$ cat src/hdl/pmu_seq_pkg.sv
/*
 pmu_seq_pkg: constants, register indices, reset values and the state
 carrier of the reset sequencer and pin control block.
 assumes a 25 MHz clock and AXI4-Lite register access.
*/
package pmu_seq_pkg;

   // ----------------------------------------------------------------
   // timing
   // ----------------------------------------------------------------
   localparam int CLK_PERIOD_NS  = 40;
   localparam int RESET_HOLD_MS  = 50;
   localparam int DELAY_STEP_US  = 500;
   localparam int RESET_HOLD_CYCLES =
      (RESET_HOLD_MS * 1000000 + CLK_PERIOD_NS - 1) / CLK_PERIOD_NS;
   localparam int DELAY_STEP_CYCLES =
      (DELAY_STEP_US * 1000 + CLK_PERIOD_NS - 1) / CLK_PERIOD_NS;
   localparam int CNT_W = 21;

   // ----------------------------------------------------------------
   // register indices (byte address is four times the index)
   // ----------------------------------------------------------------
   localparam logic [9:0] IDX_PWR_CTL  = 10'h080;
   localparam logic [9:0] IDX_BAT_CTL  = 10'h089;
   localparam logic [9:0] IDX_GPIO_CTL = 10'h08A;
   localparam logic [9:0] IDX_STATUS   = 10'h08B;
   localparam logic [9:0] IDX_THERM    = 10'h08C;

   // ----------------------------------------------------------------
   // field positions and reset values
   // ----------------------------------------------------------------
   localparam int PWR_SW_HV   = 0;
   localparam int PWR_SW_LV   = 1;
   localparam int PWR_BYPASS  = 2;
   localparam int PWR_DLY_LSB = 4;
   localparam int BAT_NO_BACKUP_BATTERY_BIT    = 7;
   localparam int BAT_CHG_SEL = 6;
   localparam int BAT_BU_CHG  = 5;
   localparam int GPIO_RB_LSB = 4;
   localparam int THERM_CODE_LSB = 4;
   localparam logic [7:0] PWR_CTL_RST  = 8'h20;
   localparam logic [7:0] BAT_CTL_RST  = 8'h40;
   localparam logic [7:0] PWR_CTL_MASK = 8'h37;
   localparam logic [7:0] BAT_CTL_MASK = 8'hE0;
   localparam logic [1:0] RESP_OKAY    = 2'h0;
   localparam logic [1:0] RESP_SLVERR  = 2'h2;

   // ----------------------------------------------------------------
   // pin modes and sequencer states
   // ----------------------------------------------------------------
   localparam logic [1:0] PIN_HIZ   = 2'h0;
   localparam logic [1:0] PIN_INPUT = 2'h2;

   typedef enum logic [2:0] {
      SEQ_COLD = 3'h1,
      SEQ_HOLD = 3'h2,
      SEQ_RUN  = 3'h4
   } seq_e;

   typedef struct packed {
      seq_e             seq;
      logic [CNT_W-1:0] holdCnt;
      logic [CNT_W-1:0] dlyCnt;
      logic             resetOutN;
      logic             batteryFaultOutN;
      logic             wakeupOut;
      logic             coreLogicEn;
      logic             otherHvEn;
      logic             lvEn;
      logic             rtcFromMain;
      logic             backupChargerEn;
      logic [1:0]       pinOut;
      logic [1:0]       pinOe;
      logic [1:0]       readback;
      logic [2:0]       okBits;
      logic [2:0]       tempCode;
      logic [7:0]       pwrCtl;
      logic [7:0]       batCtl;
      logic [3:0]       gpioCtl;
      logic             enAllFlags;
      logic             awGot;
      logic             wGot;
      logic [11:0]      awAddr;
      logic [7:0]       wData;
      logic             wLane;
      logic             awready;
      logic             wready;
      logic             bvalid;
      logic [1:0]       bresp;
      logic             arready;
      logic             rvalid;
      logic [1:0]       rresp;
      logic [31:0]      rdata;
   } state_s;

endpackage

$ cat src/hdl/pmu_reset_seq.sv
/*
 pmu_reset_seq: reset sequencing, regulator enable order, battery
 selection, general pin control and thermal flags, with AXI4-Lite
 registers. assumes comparator and pin inputs are asynchronous levels.
*/
// Operation
// - each general pin: input, output or high impedance
// - input pin level readable in a status bit
// - mode bits: 00 hiz, 10 in, 01/11 out
// - charger enable from pin or backup control
// - single present battery feeds rtc regulator
// - both present, charged main battery selected
// - switch below 2.9V, return above 3.1V
// - no backup battery bit keeps main selected
// - fault output warns while main battery discharges
// - per domain read only regulating ok bits
// - enable all flags gives temperature code
// - hysteretic over temperature flag on wakeup
// - cold start reset held at least 50 ms
// - fault released once input power present and main battery above high threshold
// - core regulator first, others after delay
// - low voltage enable from pin or bit
// - reset input restarts 50 ms reset sequence
// - delay field sets 0 to 1.5 ms spacing
// - low voltage needs high voltage unless bypassed
`timescale 1ns/1ns
module pmu_reset_seq import pmu_seq_pkg::*; #(
   parameter int HOLD_CYCLES = RESET_HOLD_CYCLES,
   parameter int STEP_CYCLES = DELAY_STEP_CYCLES
) (
   input  wire logic        clk,
   input  wire logic        nrst,
   input  wire logic [11:0] s_axi_awaddr,
   input  wire logic        s_axi_awvalid,
   output logic             s_axi_awready,
   input  wire logic [31:0] s_axi_wdata,
   input  wire logic [3:0]  s_axi_wstrb,
   input  wire logic        s_axi_wvalid,
   output logic             s_axi_wready,
   output logic [1:0]       s_axi_bresp,
   output logic             s_axi_bvalid,
   input  wire logic        s_axi_bready,
   input  wire logic [11:0] s_axi_araddr,
   input  wire logic        s_axi_arvalid,
   output logic             s_axi_arready,
   output logic [31:0]      s_axi_rdata,
   output logic [1:0]       s_axi_rresp,
   output logic             s_axi_rvalid,
   input  wire logic        s_axi_rready,
   input  wire logic        resetInN,
   input  wire logic        highVoltagePowerEnable,
   input  wire logic        lowVoltagePowerEnable,
   input  wire logic        rtcStable,
   input  wire logic        sysPowerOk,
   input  wire logic        mainBatPresent,
   input  wire logic        backupBatPresent,
   input  wire logic        mainAboveHigh,
   input  wire logic        mainBelowLow,
   input  wire logic [2:0]  regulatingRaw,
   input  wire logic [5:0]  thermFlagsRaw,
   input  wire logic        thermWarnSet,
   input  wire logic        thermWarnClear,
   input  wire logic [1:0]  pinIn,
   output logic [1:0]       pinOut,
   output logic [1:0]       pinOe,
   output logic             resetOutN,
   output logic             batteryFaultOutN,
   output logic             wakeupOut,
   output logic             coreLogicEn,
   output logic             otherHvEn,
   output logic             lvEn,
   output logic             rtcFromMain,
   output logic             backupChargerEn
);

   // ----------------------------------------------------------------
   // helpers
   // ----------------------------------------------------------------
   function automatic logic [10:0] decode(input logic [11:0] a);
      logic [10:0] r;
      r = 11'h000;
      if (a[1:0] == 2'h0) begin
         r = {1'b1, a[11:2]};
      end
      return r;
   endfunction

   function automatic logic [2:0] countOnes(input logic [5:0] v);
      logic [2:0] n;
      n = 3'h0;
      for (int i = 0; i < 6; i++) begin
         n = n + {2'h0, v[i]};
      end
      return n;
   endfunction

   // ----------------------------------------------------------------
   // input synchronisers
   // ----------------------------------------------------------------
   localparam int SW = 26;
   logic [SW-1:0] syncIn;
   logic          sRstN, sHv, sLv, sRtc, sVin, sMain, sBack, sHigh, sLow;
   logic          sWarnSet, sWarnClr;
   logic [2:0]    sOk;
   logic [5:0]    sFlags;
   logic [1:0]    sPin;

   sync_two_flop #(.W(SW)) u_sync (
      .clk  (clk),
      .nrst (nrst),
      .d    ({~resetInN, highVoltagePowerEnable, lowVoltagePowerEnable,
              rtcStable, sysPowerOk, mainBatPresent, backupBatPresent,
              mainAboveHigh, mainBelowLow, thermWarnSet, thermWarnClear,
              regulatingRaw, thermFlagsRaw, pinIn, 4'h0}),
      .q    (syncIn)
   );

   assign sRstN    = ~syncIn[25];
   assign sHv      = syncIn[24];
   assign sLv      = syncIn[23];
   assign sRtc     = syncIn[22];
   assign sVin     = syncIn[21];
   assign sMain    = syncIn[20];
   assign sBack    = syncIn[19];
   assign sHigh    = syncIn[18];
   assign sLow     = syncIn[17];
   assign sWarnSet = syncIn[16];
   assign sWarnClr = syncIn[15];
   assign sOk      = syncIn[14:12];
   assign sFlags   = syncIn[11:6];
   assign sPin     = syncIn[5:4];

   // ----------------------------------------------------------------
   // state
   // ----------------------------------------------------------------
   state_s st, next_st;
   logic [CNT_W-1:0] holdLast, dlyTarget;
   logic             hvEff, lvReq, wrDo, no_backup_battery_bit, chgSel;
   logic [10:0]      wSel, rSel;
   logic [1:0]       mode [2];

   assign holdLast  = CNT_W'(HOLD_CYCLES - 1);
   assign dlyTarget = CNT_W'(STEP_CYCLES * int'(st.pwrCtl[PWR_DLY_LSB+:2]));
   assign no_backup_battery_bit      = st.batCtl[BAT_NO_BACKUP_BATTERY_BIT];
   assign chgSel    = st.batCtl[BAT_CHG_SEL];
   assign mode[0]   = st.gpioCtl[1:0];
   assign mode[1]   = st.gpioCtl[3:2];

   always_comb begin
      next_st = st;
      hvEff   = 1'b0;
      lvReq   = 1'b0;
      wrDo    = 1'b0;
      wSel    = decode(st.awAddr);
      rSel    = decode(s_axi_araddr);

      // reset sequence
      case (st.seq)
         SEQ_COLD: begin
            if (sRtc) begin
               next_st.seq     = SEQ_HOLD;
               next_st.holdCnt = '0;
            end
         end
         SEQ_HOLD: begin
            if (st.holdCnt >= holdLast) begin
               next_st.seq = SEQ_RUN;
            end else begin
               next_st.holdCnt = st.holdCnt + CNT_W'(1);
            end
         end
         SEQ_RUN: begin
            hvEff = sHv | st.pwrCtl[PWR_SW_HV];
         end
         default: next_st.seq = SEQ_COLD;
      endcase
      if (!sRstN && st.seq != SEQ_COLD) begin
         next_st.seq     = SEQ_HOLD;
         next_st.holdCnt = '0;
         next_st.pwrCtl[PWR_SW_HV] = 1'b0;
         next_st.pwrCtl[PWR_SW_LV] = 1'b0;
      end
      next_st.resetOutN = (next_st.seq == SEQ_RUN);

      // high voltage order, core first on, last off
      if (hvEff) begin
         next_st.coreLogicEn = 1'b1;
         if (!st.otherHvEn && st.coreLogicEn) begin
            if (st.dlyCnt >= dlyTarget) begin
               next_st.otherHvEn = 1'b1;
               next_st.dlyCnt    = '0;
            end else begin
               next_st.dlyCnt = st.dlyCnt + CNT_W'(1);
            end
         end
      end else begin
         next_st.otherHvEn = 1'b0;
         if (st.coreLogicEn && !st.otherHvEn) begin
            if (st.dlyCnt >= dlyTarget) begin
               next_st.coreLogicEn = 1'b0;
               next_st.dlyCnt      = '0;
            end else begin
               next_st.dlyCnt = st.dlyCnt + CNT_W'(1);
            end
         end
      end

      // low voltage enable
      lvReq = sLv | st.pwrCtl[PWR_SW_LV];
      next_st.lvEn = (st.seq == SEQ_RUN) && lvReq
                     && (hvEff || st.pwrCtl[PWR_BYPASS]);

      // regulating status per enabled domain
      next_st.okBits = sOk & {st.lvEn, st.otherHvEn, st.coreLogicEn};

      // battery selection with hysteresis
      if (no_backup_battery_bit) begin
         next_st.rtcFromMain = 1'b1;
      end else if (sMain && !sBack) begin
         next_st.rtcFromMain = 1'b1;
      end else if (!sMain && sBack) begin
         next_st.rtcFromMain = 1'b0;
      end else if (sLow) begin
         next_st.rtcFromMain = 1'b0;
      end else if (sHigh) begin
         next_st.rtcFromMain = 1'b1;
      end
      next_st.batteryFaultOutN = sVin && sMain && sHigh;

      // general pins
      for (int p = 0; p < 2; p++) begin
         next_st.pinOe[p]    = mode[p][0];
         next_st.pinOut[p]   = mode[p][1] & mode[p][0];
         next_st.readback[p] = (mode[p] == PIN_INPUT) & sPin[p];
      end
      if (chgSel) begin
         next_st.pinOe[0]    = 1'b0;
         next_st.pinOut[0]   = 1'b0;
         next_st.readback[0] = 1'b0;
      end
      next_st.backupChargerEn = st.batCtl[BAT_BU_CHG]
                                | (chgSel & ~sPin[0]);

      // thermal flags
      next_st.tempCode = st.enAllFlags ? countOnes(sFlags) : 3'h0;
      if (sWarnSet) begin
         next_st.wakeupOut = 1'b1;
      end else if (sWarnClr) begin
         next_st.wakeupOut = 1'b0;
      end

      // write channel
      if (s_axi_awvalid && st.awready) begin
         next_st.awGot  = 1'b1;
         next_st.awAddr = s_axi_awaddr;
      end
      if (s_axi_wvalid && st.wready) begin
         next_st.wGot  = 1'b1;
         next_st.wData = s_axi_wdata[7:0];
         next_st.wLane = s_axi_wstrb[0];
      end
      if (st.bvalid && s_axi_bready) begin
         next_st.bvalid = 1'b0;
      end
      if (st.awGot && st.wGot && !st.bvalid) begin
         wrDo           = 1'b1;
         next_st.awGot  = 1'b0;
         next_st.wGot   = 1'b0;
         next_st.bvalid = 1'b1;
         next_st.bresp  = RESP_OKAY;
         case (wSel)
            {1'b1, IDX_PWR_CTL}: begin
               if (st.wLane) begin
                  next_st.pwrCtl = st.wData & PWR_CTL_MASK;
               end
            end
            {1'b1, IDX_BAT_CTL}: begin
               if (st.wLane) begin
                  next_st.batCtl = st.wData & BAT_CTL_MASK;
               end
            end
            {1'b1, IDX_GPIO_CTL}: begin
               if (st.wLane) begin
                  next_st.gpioCtl = st.wData[3:0];
               end
            end
            {1'b1, IDX_THERM}: begin
               if (st.wLane) begin
                  next_st.enAllFlags = st.wData[0];
               end
            end
            {1'b1, IDX_STATUS}: next_st.bresp = RESP_OKAY;
            default: next_st.bresp = RESP_SLVERR;
         endcase
      end

      // read channel
      if (st.rvalid && s_axi_rready) begin
         next_st.rvalid = 1'b0;
      end
      if (s_axi_arvalid && st.arready) begin
         next_st.rvalid = 1'b1;
         next_st.rresp  = RESP_OKAY;
         next_st.rdata  = 32'h0000_0000;
         case (rSel)
            {1'b1, IDX_PWR_CTL}:  next_st.rdata[7:0] = st.pwrCtl;
            {1'b1, IDX_BAT_CTL}:  next_st.rdata[7:0] = st.batCtl;
            {1'b1, IDX_GPIO_CTL}: next_st.rdata[7:0] =
               {2'h0, st.readback, st.gpioCtl};
            {1'b1, IDX_STATUS}:   next_st.rdata[7:0] =
               {1'b0, st.backupChargerEn, st.wakeupOut,
                ~st.batteryFaultOutN, st.rtcFromMain, st.okBits};
            {1'b1, IDX_THERM}:    next_st.rdata[7:0] =
               {1'b0, st.tempCode, 3'h0, st.enAllFlags};
            default: next_st.rresp = RESP_SLVERR;
         endcase
      end
      next_st.awready = !next_st.awGot && !next_st.bvalid;
      next_st.wready  = !next_st.wGot && !next_st.bvalid;
      next_st.arready = !next_st.rvalid;
   end

   always_ff @(posedge clk) begin
      if (!nrst) begin
         st         <= '0;
         st.seq     <= SEQ_COLD;
         st.pwrCtl  <= PWR_CTL_RST;
         st.batCtl  <= BAT_CTL_RST;
         st.rtcFromMain <= 1'b1;
      end else begin
         st <= next_st;
      end
   end

   // ----------------------------------------------------------------
   // outputs
   // ----------------------------------------------------------------
   assign s_axi_awready    = st.awready;
   assign s_axi_wready     = st.wready;
   assign s_axi_bvalid     = st.bvalid;
   assign s_axi_bresp      = st.bresp;
   assign s_axi_arready    = st.arready;
   assign s_axi_rvalid     = st.rvalid;
   assign s_axi_rresp      = st.rresp;
   assign s_axi_rdata      = st.rdata;
   assign pinOut           = st.pinOut;
   assign pinOe            = st.pinOe;
   assign resetOutN        = st.resetOutN;
   assign batteryFaultOutN = st.batteryFaultOutN;
   assign wakeupOut        = st.wakeupOut;
   assign coreLogicEn      = st.coreLogicEn;
   assign otherHvEn        = st.otherHvEn;
   assign lvEn             = st.lvEn;
   assign rtcFromMain      = st.rtcFromMain;
   assign backupChargerEn  = st.backupChargerEn;
endmodule

$ cat src/hdl/sync_two_flop.sv
/*
 sync_two_flop: two flip-flop level synchroniser, one bit per lane.
 assumes inputs are levels from outside the clock domain.
*/
`timescale 1ns/1ns
module sync_two_flop #(
   parameter int W = 1
) (
   input  wire logic         clk,
   input  wire logic         nrst,
   input  wire logic [W-1:0] d,
   output logic      [W-1:0] q
);

   logic [W-1:0] stage;

   always_ff @(posedge clk) begin
      if (!nrst) begin
         stage <= '0;
         q     <= '0;
      end else begin
         stage <= d;
         q     <= stage;
      end
   end

endmodule
$ cat config.mk
export PLATFORM = sky130hd
export DESIGN_NAME = pmu_reset_seq
export DESIGN_NICKNAME = d
export VERILOG_FILES = /design/src/hdl/pmu_seq_pkg.sv /design/src/hdl/pmu_reset_seq.sv /design/src/hdl/sync_two_flop.sv
export SDC_FILE = /design/constraint.sdc
export NUM_CORES = 1
export LEC_CHECK = 0
export ABC_AREA = 0
export CAP_MARGIN = 20
export CORE_MARGIN = 2
export CORE_UTILIZATION = 45
export DETAILED_ROUTE_END_ITERATION = 12
export DONT_BUFFER_PORTS = 1
export HOLD_SLACK_MARGIN = 0.06
export SETUP_SLACK_MARGIN = 0.05
export SLEW_MARGIN = 40
export SYNTH_ARGS = -nofsm -noshare
export SYNTH_HDL_FRONTEND = slang
export SYNTH_HIERARCHICAL = 1
export SYNTH_SLANG_ARGS = --single-unit
$ cat constraint.sdc
create_clock -name clk -period 6.04 [get_ports clk]
set_input_delay 1.208 -clock clk [delete_from_list [all_inputs] [get_ports clk]]
set_output_delay 1.208 -clock clk [all_outputs]
set_load 0.02 [all_outputs]
Word level (Yosys, flattened, before mapping)
Cells that the tools add are included.
{ "classes": {"addsub": 7, "n_mul": 1, "n_lt_le_gt_ge": 2, "eq_ne": 19, "mux": 39, "n_bitwise": 13, "reduce_logical": 47} }
{ "op_table": {"columns": ["cell", "count"], "rows": [
  ["$eq 11x11->1 const B", 10],
  ["$mux 24", 2],
  ["$add 21x1->21 const B", 2],
  ["$mux 21", 2],
  ["$pmux 21 s2", 1],
  ["$pmux 8 s5", 1],
  ["$mux 35", 1],
  ["$mux 11", 2],
  ["$ge 21x16->1", 1],
  ["$ge 21x21->1 const B", 1],
  ["$logic_and 1x1->1", 17],
  ["$mux 17", 1],
  ["$mux 1", 16],
  ["$mux 8", 2],
  ["$reduce_and 3->1", 5],
  ["$mul 12x2->14 const A", 1],
  ["$mux 2", 6],
  ["$reduce_or 5->1", 2],
  ["$add 3x1->3", 3],
  ["$pmux 3 s3", 1],
  ["$logic_not 1->1", 8],
  ["$mux 4", 2],
  ["$reduce_and 2->1", 4],
  ["$reduce_bool 2->1", 4],
  ["other kinds (19)", 33]
]} }
{ "word_totals": {"ff_bits": 170, "inputBits": 89, "output_inout_bits": 53, "word_cells": 168} }

Logic depth before layout (Yosys ltp)
Gate-level depths: netlist of the first run.
{ "depth": {"ltp_word": 8, "ltp_mapped": 11, "mapped_depth_nobuf": 10} }

By module
Netlist of the first run, hierarchy kept.
{ "modules_own_cells": {"columns": ["mod", "instances", "cells_each", "area_per_inst_um2", "seq_area_each_um2"], "rows": [
  ["pmu_reset_seq", 1, 648, 5580.4, 2322.2],
  ["sync_two_flop", 1, 109, 1456.4, 1041.0]
]} }

Least setup slack after synthesis of the first run
No wires, ideal clock.
{ "synth_path": {"path_type": "input-to-reg", "from": "input s_axi_araddr[6]", "to": "register st, in the netlist s_axi_rdata[6]", "setup_time_ps": 80, "arrival_time_ps": 2548, "t_required_ps": 5960, "path_slack_ps": 3412, "cell_stages": 6, "n_path_buf": 0, "cell_sequence": "nor4b_1 -> nand2_1 -> nor3_1 -> a32o_1 -> a221oi_1 -> nor3b_1"} }
{ "synth_via": {"elab_chain_len": 3, "elab_cells_between_ends": 7} }
{ "synth_rtl": {"columns": ["element", "line_no", "source"], "rows": [
  ["start: declaration", "pmu_reset_seq.sv:43", "input wire logic [11:0] s_axi_araddr,"],
  ["$mux 11 (*)", "pmu_reset_seq.sv:82", "if (a[1:0] == 2'h0) begin"],
  ["$eq 11x11->1", "pmu_reset_seq.sv:305", "case (rSel)"],
  ["$pmux 8 s5 (*)", "pmu_reset_seq.sv:305", null],
  ["end signal: assignment", "pmu_reset_seq.sv:331", "st <= next_st;"],
  ["end: declaration", "pmu_reset_seq.sv:136", "state_s st, next_st;"]
]} }
Every way passes the cells marked *; elsewhere a longest branch is shown, timed or not.
A chain may end at the register's enable or synchronous reset.

Worst setup path after layout of the first run
{ "layout_path": {"from": "register st[81] (netlist bit)", "to": "register st[115] (netlist bit)"} }
{ "layout_via": {"elab_chain_len": 3} }
{ "layout_rtl": {"columns": ["element", "line_no", "source"], "rows": [
  ["$mul 12x2->14", "pmu_reset_seq.sv:143", "assign dlyTarget = CNT_W'(STEP_CYCLES * int'(st.pwrCtl[PWR_DLY_LSB+:2]));"],
  ["$ge 21x16->1", "pmu_reset_seq.sv:189, pmu_reset_seq.sv:199", null],
  ["$mux 21", "pmu_reset_seq.sv:189, pmu_reset_seq.sv:199", null]
]} }
Every way passes these cells.

==> impl_metrics.csv, run 1 <==
group,metric,value,unit
clock_tree,tritoncts,"yes",
min_path,timing.hold.worst.class,"reg2reg",
drt,detailedRoute.firstIterationViolations,270,
layout,layout.nets,832,
clock_tree,worst_setup_hold_path_clk_slew,0.06,ns
worst_setup_path,timing.reg2reg.setup_slack,3.08,ns
global_route,groute.usage.overall,0.172,
worst_setup_path,critical_path.top_delay_family,"simple AND/OR/NAND/NOR gates",
timing,fin_setup_tns,0,ns
timing,max_slew.worst_pin.slew,0.697,ns
timing,fin_skew,0.00768,ns
worst_setup_path,cp_num_buf_inv,1,
power_and_ir_drop,power.ir.vdd_worst,0.208,mV
clock_tree,ctsLongestPathBuffers,2,
clock_tree,post_cts.resized_instances,0,
die,floorplan.rows,44,
die,design.portCount,142,
timing,rsz_0062_raised_after_global_routing,"no",
timing,layout_worst_path_cycle_share,0.490,
synthesis,synth-warning-count,6,
placement,hpwlAfterDp,9.43,mm
synthesis,netlist_area,6820,sq um
worst_setup_path,timing.critical_path.fanout_max,21,
timing,timing.max_slew.rel_slack,0.531,
global_route,grt_pass1_vias,4697,
power_and_ir_drop,power_density,310,nW/um^2
clock_tree,clock-sinks,160,
placement,placed_cells_incl_taps,887,
die,starting_density_of_the_core,0.465,
global_route,grt.overflow.total,0,
worst_setup_path,worst_setup_path_end_kind,"register",
global_route,grt_max_degree,114,
die,vertical_die_dimension,127,um
worst_setup_path,cp-start-kind,"register",
worst_setup_path,critical_path.slowest_cell,"sky130_fd_sc_hd__nand2_1",
layout,area_of_all_placed_cells_without_fillers,7360,sq um
power_and_ir_drop,p_leak,2.86,nW
die,core,14600,sq um
drt,drcViolationCount,0,
clock_tree,cts.hold.buffers_added,0,
status,status,"finished clean",
placement,place.port_buffers,0,
layout,n_antenna_cell,0,
layout,fin_util,0.502,
worst_setup_path,worst-endpoint-required,6.33,ns
clock_tree,cts_setup_buffers,0,
synthesis,post_synthesis_average_cell_area,9.20,sq um
drt,final_antenna_net_count,0,
drt,via_per_inst,5.24,
worst_setup_path,cp_data_arrival_time,3.24,ns
layout,drive_above_1_share,0.125,
die,die_w,127,um
timing,timing.hold.ws,0.446,ns
clock_tree,cts_max_level,4,
drt,routed-via-count,4814,
layout,area_delta_synth_final,7.93,%
timing,hold_viol,0,
clock_tree,cts_made_buffers,17,
global_route,grt_pass1_wl,22.2,mm
drt,wl_per_cell,14.4,um
synthesis,synthesis.instances,741,
clock_tree,clock_root_buffer,"sky130_fd_sc_hd__clkbuf_16",
worst_setup_path,type_of_the_worst_setup_path,"reg2reg",
drt,firstDrtPassIters,4,
worst_setup_path,cpPeakStageDelay,0.54,ns
layout,final_cells,919,
timing,final-setup-viol-count,0,
global_route,grt_antenna_before_repair,0,
placement,place_area,6740,sq um
placement,globalplace.congestion,0.754,
clock_tree,clock_latency_at_the_later_pin_of_the_worst_skew_pair,0.43,ns
timing,timing_max_transition_violations_final,0,
job,cap_violations,0,
die,die_area,16100,sq um
timing,timing.final.crit_period,2.96,ns
worst_setup_path,cp_cell_sequence,"inv_1, ha_1, ha_1, nand2_1, or4_1, a211oi_1, o31ai_1, nand2_1, nor2_1",
drt,totalWireLength,13.2,mm
timing,fmaxAchievable,0.338,GHz
[cell usage in the layout, fill, tap and decap left out, types with 3 or more instances in the layout]
cell	n
sky130_fd_sc_hd__a21boi_0	26
sky130_fd_sc_hd__a21oi_1	28
sky130_fd_sc_hd__a22oi_1	4
sky130_fd_sc_hd__a31oi_1	4
sky130_fd_sc_hd__and2_1	10
sky130_fd_sc_hd__and2_2	44
sky130_fd_sc_hd__and3_1	21
sky130_fd_sc_hd__clkbuf_16	17
sky130_fd_sc_hd__conb_1	26
sky130_fd_sc_hd__dfxtp_1	160
sky130_fd_sc_hd__fa_1	3
sky130_fd_sc_hd__ha_1	18
sky130_fd_sc_hd__inv_1	23
sky130_fd_sc_hd__inv_6	5
sky130_fd_sc_hd__inv_8	3
sky130_fd_sc_hd__mux2_2	4
sky130_fd_sc_hd__mux2i_1	14
sky130_fd_sc_hd__nand2_1	86
sky130_fd_sc_hd__nand2b_1	4
sky130_fd_sc_hd__nand3_1	16
sky130_fd_sc_hd__nand4_1	16
sky130_fd_sc_hd__nor2_1	54
sky130_fd_sc_hd__nor2b_1	17
sky130_fd_sc_hd__nor3_1	7
sky130_fd_sc_hd__nor4_1	3
sky130_fd_sc_hd__nor4b_1	4
sky130_fd_sc_hd__o21a_1	5
sky130_fd_sc_hd__o21ai_0	27
sky130_fd_sc_hd__o31ai_1	6
sky130_fd_sc_hd__or2_2	3
sky130_fd_sc_hd__or3_1	13
sky130_fd_sc_hd__or4_1	4
sky130_fd_sc_hd__xnor2_1	7
sky130_fd_sc_hd__xor2_1	12
[per-layer routing]
metal,vias to the layer above,part of all wire,GRT usage
met1,2247,0.47,0.223
met4,0,0.018,0.0769
li1,2428,-,-
met3,17,0.060,0.0490
met5,-,0,0
met2,122,0.45,0.269
[stage by stage]
stage,setup WS (ns),power [W]
6_report,3.08,0.00228
5_1_grt,2.81,0.00237
4_1_cts,3.05,0.00231
3_5_place_dp,3.10,0.00121
3_3_place_gp,2.98,0.00120
2_1_floorplan,3.41,0.00121
[flip-flops by register name, indices dropped and copies added, names as in the netlist, 2 cells and up]
| name | cells |
|---|---|
| pinOe | 2 |
| u_sync/q | 22 |
| s_axi_rdata | 8 |
| u_sync/stage | 22 |
| st | 83 |
| pinOut | 2 |
| mode | 4 |
[cell type report]
type | instances | area, sq um
clock buffer | 17 | 425
clock inverter | 15 | 194
fill | 1351 | 7290
inverter | 23 | 86.3
multi-input combinational | 520 | 3220
sequential | 160 | 3200
tap | 184 | 230
[power breakdown]
part / leakage (nW) / internal, W / switching, W
logic: 1.26 / 0.0000302 / 0.0000481
registers: 1.30 / 0.00108 / 0.0000204
clock network: 0.297 / 0.000630 / 0.000473
[worst paths after layout]
check,start,to,cells past startpoint
worst max-delay path,st[81]$_SDFFE_PN0P_,st[115]$_SDFFE_PN0P_,9
worst min-delay path,u_sync/q[16]$_SDFF_PN0_,wakeupOut$_SDFFE_PN0P_,1
worst max register to register,st[81]$_SDFFE_PN0P_,st[115]$_SDFFE_PN0P_,9
worst min register to register,u_sync/q[16]$_SDFF_PN0_,wakeupOut$_SDFFE_PN0P_,1
Power figures use the tool's default switching activity.
==> inputs of run 2 (changes only) <==
--- a/config.mk
+++ b/config.mk
@@ -5,7 +5,7 @@
 export SDC_FILE = /design/constraint.sdc
 export NUM_CORES = 1
 export LEC_CHECK = 0
-export ABC_AREA = 0
+export ABC_AREA = 1
 export CAP_MARGIN = 20
 export CORE_MARGIN = 2
 export CORE_UTILIZATION = 45
==> constraint.sdc (replaced) <==
create_clock -name clk -period 2.75 [get_ports clk]
set_input_delay 0.55 -clock clk [delete_from_list [all_inputs] [get_ports clk]]
set_output_delay 0.55 -clock clk [all_outputs]
set_load 0.02 [all_outputs]
==> run 2 against run 1 <==
Clock skew barely moved; count of clock-buffer cells in the layout rose by 1; final cell count rose by 36%; non-clock buffer count rose by 9; sequential cell count did not move; sequential power rose by 120%; largest power group unchanged; worst hold slack got worse by 0.23 ns; critical endpoint is now st[118]$_SDFFE_PN0P_; global-route usage rose by 0.88 points; critical path type unchanged; via count rose by 23%; wire length rose by 18%; largest cell class unchanged; combinational power rose to 3.0 times the previous value; synthesized cell count rose by 40%.
==> impl_metrics.csv, run 2 <==
group,metric,value,unit
timing,fin_setup_tns,0,ns
layout,layout_commonest_cell,"sky130_fd_sc_hd__nand2_1",
drt,totalWireLength,15.6,mm
layout,area_delta_synth_final,7.14,%
placement,placed_cells_incl_taps,1216,
layout,layout.nets,1125,
drt,met2_wirelength,7.33,mm
timing,max_slew.worst_pin.slew,0.732,ns
global_route,grt.overflow.total,0,
worst_setup_path,type_of_the_worst_setup_path,"reg2reg",
worst_setup_path,timing.reg2reg.setup_slack,0.36,ns
min_path,timing.hold.worst.class,"in2reg",
timing,timing_max_transition_violations_final,0,
drt,maxUsedRoutingLayer,"met4",
timing,timing.max_slew.rel_slack,0.512,
global_route,groute.usage.overall,0.181,
worst_setup_path,cp_data_arrival_time,2.69,ns
timing,timing.final.crit_period,2.39,ns
min_path,hold_end,"u_sync/stage[15]$_SDFF_PN0_",
timing,fmaxAchievable,0.418,GHz
drt,detailedRoute.firstIterationViolations,371,
clock_tree,tritoncts,"yes",
worst_setup_path,worst-endpoint-required,3.05,ns
worst_setup_path,cp-start-kind,"register",
power_and_ir_drop,p_leak,3.56,nW
synthesis,synth-warning-count,6,
power_and_ir_drop,power_density,626,nW/um^2
worst_setup_path,timing.critical_path.fanout_max,17,
timing,final-setup-viol-count,0,
layout,regMostFlops,"st",
global_route,grt_pass1_wl,25.9,mm
synthesis,post_synthesis_average_cell_area,7.31,sq um
clock_tree,clock_root_buffer,"sky130_fd_sc_hd__clkbuf_16",
clock_tree,cts_setup_buffers,0,
drt,final_antenna_net_count,0,
worst_setup_path,timing.rr.end,"st[118]$_SDFFE_PN0P_",
layout,drive_above_1_share,0.0700,
global_route,grt_max_degree,87,
die,design.portCount,142,
worst_setup_path,reg2reg_depth,10,
placement,hpwlAfterDp,11.5,mm
timing,rsz_0062_raised_after_global_routing,"no",
synthesis,netlist_area,7550,sq um
layout,final_cells,1248,
global_route,grt_antenna_before_repair,0,
drt,via_per_inst,4.74,
die,die_area,17800,sq um
min_path,min_path_cells,2,
min_path,hold_path.startpoint,"nrst",
clock_tree,ctsLongestPathBuffers,2,
layout,largest_register_ffs,83,
timing,layout_worst_path_cycle_share,0.870,
drt,firstDrtPassIters,4,
drt,routed-via-count,5912,
die,core,16500,sq um
worst_setup_path,crit-reg2reg-launch,"st[81]$_SDFFE_PN0P_",
job,cap_violations,0,
status,status,"finished clean",
timing,fin_skew,0.00737,ns
layout,final_cell_mix,"202 x sky130_fd_sc_hd__nand2_1, 160 x sky130_fd_sc_hd__dfxtp_1, 157 x sky130_fd_sc_hd__nor2_1",
clock_tree,cts_made_buffers,17,
power_and_ir_drop,power.ir.vdd_worst,0.459,mV
clock_tree,clock_latency_at_the_later_pin_of_the_worst_skew_pair,0.42,ns
timing,hold_viol,0,
placement,place.port_buffers,0,
die,starting_density_of_the_core,0.457,
die,vertical_die_dimension,134,um
layout,largest_registers,"st: 83 flops, u_sync/q: 22 flops, u_sync/stage: 22 flops",
clock_tree,post_cts.resized_instances,0,
drt,drcViolationCount,0,
clock_tree,clock-sinks,160,
global_route,grt_pass1_vias,5399,
drt,detailroute.wirelength.met3,604,um
clock_tree,cts_max_level,4,
synthesis,synthesis.instances,1034,
layout,n_antenna_cell,0,
placement,globalplace.congestion,0.893,
clock_tree,cts.hold.buffers_added,0,
die,die_w,134,um
drt,detailed_route_wire_length_on_metal_1,7.45,mm
drt,wl_per_cell,12.5,um
clock_tree,worst_setup_hold_path_clk_slew,0.06,ns
die,floorplan.rows,47,
worst_setup_path,worst_setup_path_end_kind,"register",
-- run 2: through the flow --
step / hold slack, ns / power (W) / util / setup slack, ns / instance area, sq um
after floorplan: 0.386 / 0.00273 / - / 0.574 / 7650
after detailed placement: 0.390 / 0.00272 / 0.454 / 0.362 / 7500
after global routing: 0.201 / 0.00527 / 0.490 / 0.171 / 8090
final: 0.220 / 0.00506 / 0.490 / 0.359 / 8090
after global placement: 0.393 / 0.00272 / 0.454 / 0.413 / 7500
after CTS: 0.204 / 0.00512 / 0.490 / 0.347 / 8090
-- run 2: cell type report --
type / count / area [sq um]
Fill cell: 1668 / 8430
Multi-Input combinational cell: 679 / 3390
Sequential cell: 160 / 3200
Inverter: 148 / 556
Clock buffer: 18 / 429
Tap cell: 220 / 275
Clock inverter: 14 / 168
Timing Repair Buffer: 9 / 67.6
-- run 2: how the worst max path moves through the flow --
| stage | startpoint | endpoint | slack (ns) | depth (start not counted) |
|---|---|---|---|---|
| final | st[81]$_SDFFE_PN0P_ | st[118]$_SDFFE_PN0P_ | 0.36 | 10 |
| after global routing | st[81]$_SDFFE_PN0P_ | st[116]$_SDFFE_PN0P_ | 0.17 | 10 |
| after CTS | st[81]$_SDFFE_PN0P_ | st[118]$_SDFFE_PN0P_ | 0.35 | 10 |
| after detailed placement | st[81]$_SDFFE_PN0P_ | st[118]$_SDFFE_PN0P_ | 0.36 | 10 |
| after global placement | st[81]$_SDFFE_PN0P_ | st[118]$_SDFFE_PN0P_ | 0.41 | 10 |
| after floorplan | u_sync/q[6]$_SDFF_PN0_ | st[86]$_SDFF_PN0_ | 0.57 | 8 |
-- run 2: metal layers --
layer,vias up,global-route usage
li1,3165,-
met1,2640,0.235
met2,93,0.296
met3,14,0.0449
met4,0,0.0591
met5,-,0
-- run 2: worst max-delay path, cell delays in order, from the launching register on --
cell and delay [ns]:
sky130_fd_sc_hd__dfxtp_1 0.43, sky130_fd_sc_hd__inv_1 0.18, sky130_fd_sc_hd__ha_1 0.35, sky130_fd_sc_hd__ha_1 0.30, sky130_fd_sc_hd__nand2_1 0.05, sky130_fd_sc_hd__nor3_1 0.24, sky130_fd_sc_hd__o21ai_0 0.14, sky130_fd_sc_hd__nand4_1 0.09
sky130_fd_sc_hd__nand2_1 0.10, sky130_fd_sc_hd__nand2_2 0.30, sky130_fd_sc_hd__nor2_1 0.08
-- run 2: report_power, final --
part           total (W)  internal [W]  switching, W
clock network    0.00240       0.00138       0.00102
registers        0.00244       0.00239     0.0000489
logic           0.000231     0.0000647      0.000166
==> inputs of run 3 (changes only) <==
==> constraint.sdc (replaced) <==
create_clock -name clk -period 2.75 [get_ports clk]
set_input_delay 0.55 -clock clk [delete_from_list [all_inputs] [get_ports clk]]
set_output_delay 0.55 -clock clk [all_outputs]
set_load 0.1 [all_outputs]
==> run 3 against run 2 <==
Critical path depth unchanged; clock skew grew 0.0034 ns; combinational power increased by 82%; highest routed layer unchanged.
==> impl_metrics.csv, run 3 (synthesis gave the netlist of run 2 again) <==
group,metric,value,unit
power_and_ir_drop,clock_power_share,0.445,
global_route,grt_pass1_vias,5496,
layout,final_cell_mix,"202 x sky130_fd_sc_hd__nand2_1, 157 x sky130_fd_sc_hd__nor2_1, 145 x sky130_fd_sc_hd__dfxtp_1",
layout,fillers,1644,
die,floorplan.rows,47,
timing,fmaxAchievable,0.423,GHz
drt,routed-via-count,5939,
worst_setup_path,cp-start-kind,"register",
worst_setup_path,worst_setup_path_end_kind,"register",
drt,detailroute.wirelength.met3,661,um
global_route,groute.usage.overall,0.184,
worst_setup_path,cpPeakStageDelay,0.42,ns
timing,fin_setup_tns,0,ns
power_and_ir_drop,seq_power_share,0.473,
worst_setup_path,critical_path.slowest_cell,"sky130_fd_sc_hd__dfxtp_1",
clock_tree,clock_root_buffer,"sky130_fd_sc_hd__clkbuf_16",
power_and_ir_drop,net-switching-power,0.00139,W
worst_setup_path,cp_data_arrival_time,2.65,ns
layout,drive_above_1_share,0.0934,
die,die_area,17800,sq um
global_route,grt.overflow.total,0,
placement,place_ws,0.391,ns
global_route,grt_max_degree,87,
die,core,16500,sq um
drt,maxUsedRoutingLayer,"met4",
timing,layout_worst_path_cycle_share,0.860,
layout,largest_registers,"st: 83 flops, u_sync/q: 22 flops, u_sync/stage: 22 flops",
layout,final_cells,1258,
clock_tree,clock_latency_at_the_later_pin_of_the_worst_skew_pair,0.42,ns
drt,via_per_inst,4.72,
timing,timing_max_transition_violations_final,0,
clock_tree,worst_setup_hold_path_clk_slew,0.06,ns
drt,detailed_route_wire_length_on_metal_1,7.36,mm
power_and_ir_drop,power_density,632,nW/um^2
drt,detailedRoute.firstIterationViolations,328,
drt,met2_wirelength,7.25,mm
clock_tree,ctsLongestPathBuffers,2,
global_route,grt_antenna_before_repair,0,
die,starting_density_of_the_core,0.457,
timing,fin_skew,0.0108,ns
die,vertical_die_dimension,134,um
layout,layout.nets,1135,
timing,rsz_0062_raised_after_global_routing,"no",
drt,wl_per_cell,12.4,um
layout,area_delta_synth_final,8.15,%
job,cap_violations,0,
power_and_ir_drop,sw_frac_of_total,0.269,
clock_tree,post_cts.resized_instances,0,
clock_tree,cts_max_level,4,
placement,globalplace.congestion,0.897,
timing,worst_setup_slack_final,0.385,ns
placement,hpwlAfterDp,11.4,mm
timing,timing.max_slew.rel_slack,0.467,
clock_tree,cts_made_buffers,17,
power_and_ir_drop,combinationalPowerShare,0.082,
layout,regMostFlops,"st",
worst_setup_path,worst-endpoint-required,3.04,ns
clock_tree,cts.hold.buffers_added,0,
global_route,grt_pass1_wl,26.6,mm
timing,hold_viol,0,
drt,final_antenna_net_count,0,
placement,placed_cells_incl_taps,1226,
layout,layout_commonest_cell,"sky130_fd_sc_hd__nand2_1",
timing,timing.final.crit_period,2.36,ns
clock_tree,cts_setup_buffers,0,
drt,firstDrtPassIters,5,
power_and_ir_drop,p_leak,3.60,nW
power_and_ir_drop,power.ir.vdd_worst,0.468,mV
worst_setup_path,type_of_the_worst_setup_path,"reg2reg",
worst_setup_path,cp_cell_sequence,"inv_1, ha_1, ha_1, nand2_1, nor3_1, o21ai_0, nand4_1, nand2_1, nand2_2, nor2_1",
clock_tree,clock-sinks,160,
timing,final-setup-viol-count,0,
power_and_ir_drop,p_int,0.00378,W
worst_setup_path,timing.critical_path.fanout_max,17,
status,status,"finished clean",
drt,drcViolationCount,0,
clock_tree,tritoncts,"yes",
layout,largest_register_ffs,83,
drt,totalWireLength,15.6,mm
die,die_w,134,um
placement,place.port_buffers,0,
timing,max_slew.worst_pin.slew,0.799,ns
layout,n_antenna_cell,0,
min_path,timing.hold.worst.class,"in2reg",
die,design.portCount,142,
run 3: metal layers:
layer | up-vias | global-route usage
met4 | 0 | 0.0715
met1 | 2632 | 0.239
met3 | 22 | 0.0403
met5 | - | 0
li1 | 3173 | -
met2 | 112 | 0.301
run 3: final timing paths:
kind / depth (start not counted) / slack, ns / start / end
setup reg to reg: 10 / 0.39 / st[81]$_SDFFE_PN0P_ / st[118]$_SDFFE_PN0P_
hold reg to reg: 2 / 0.41 / u_sync/stage[24]$_SDFF_PN0_ / u_sync/q[24]$_SDFF_PN0_
hold / removal: 2 / 0.22 / nrst / u_sync/stage[17]$_SDFF_PN0_
setup / recovery: 10 / 0.39 / st[81]$_SDFFE_PN0P_ / st[118]$_SDFFE_PN0P_
run 3: cell type report:
class / count / area (sq um) / area share
clock buffers: 20 / 457 / 0.0559
clock inverters: 12 / 123 / 0.0150
inverters: 148 / 556 / 0.0680
multi-input cells: 679 / 3390 / 0.416
flip-flops and latches: 160 / 3220 / 0.394
well taps: 220 / 275 / 0.0337
repair buffers: 19 / 143 / 0.0175
run 3: worst max-delay path, delay by kind of cell (launching register included):
| kind | cells | cell delay (ns) |
|---|---|---|
| adder cells (fa/ha/maj) | 2 | 0.64 |
| AO/OA/AOI/OAI | 1 | 0.13 |
| buffers and inverters | 1 | 0.16 |
| flip-flops | 1 | 0.42 |
| AND/OR/NAND/NOR | 6 | 0.88 |
run 3: stage by stage:
step / utilization / hold slack, ns / total power [W] / instance area (sq um)
floorplan: - / 0.386 / 0.00291 / 7650
global placement: 0.458 / 0.393 / 0.00292 / 7570
detailed placement: 0.459 / 0.394 / 0.00292 / 7590
CTS: 0.494 / 0.197 / 0.00522 / 8170
global route: 0.494 / 0.207 / 0.00536 / 8170
finish: 0.494 / 0.222 / 0.00516 / 8170
run 3: power groups by stage:
stage	Clock, W	Combinational, W	Sequential, W
final	0.00230	0.000421	0.00244
after detailed placement	0	0.000424	0.00250
after global routing	0.00245	0.000460	0.00245
after floorplan	0	0.000388	0.00253
after CTS	0.00235	0.000425	0.00244
after global placement	0	0.000420	0.00249
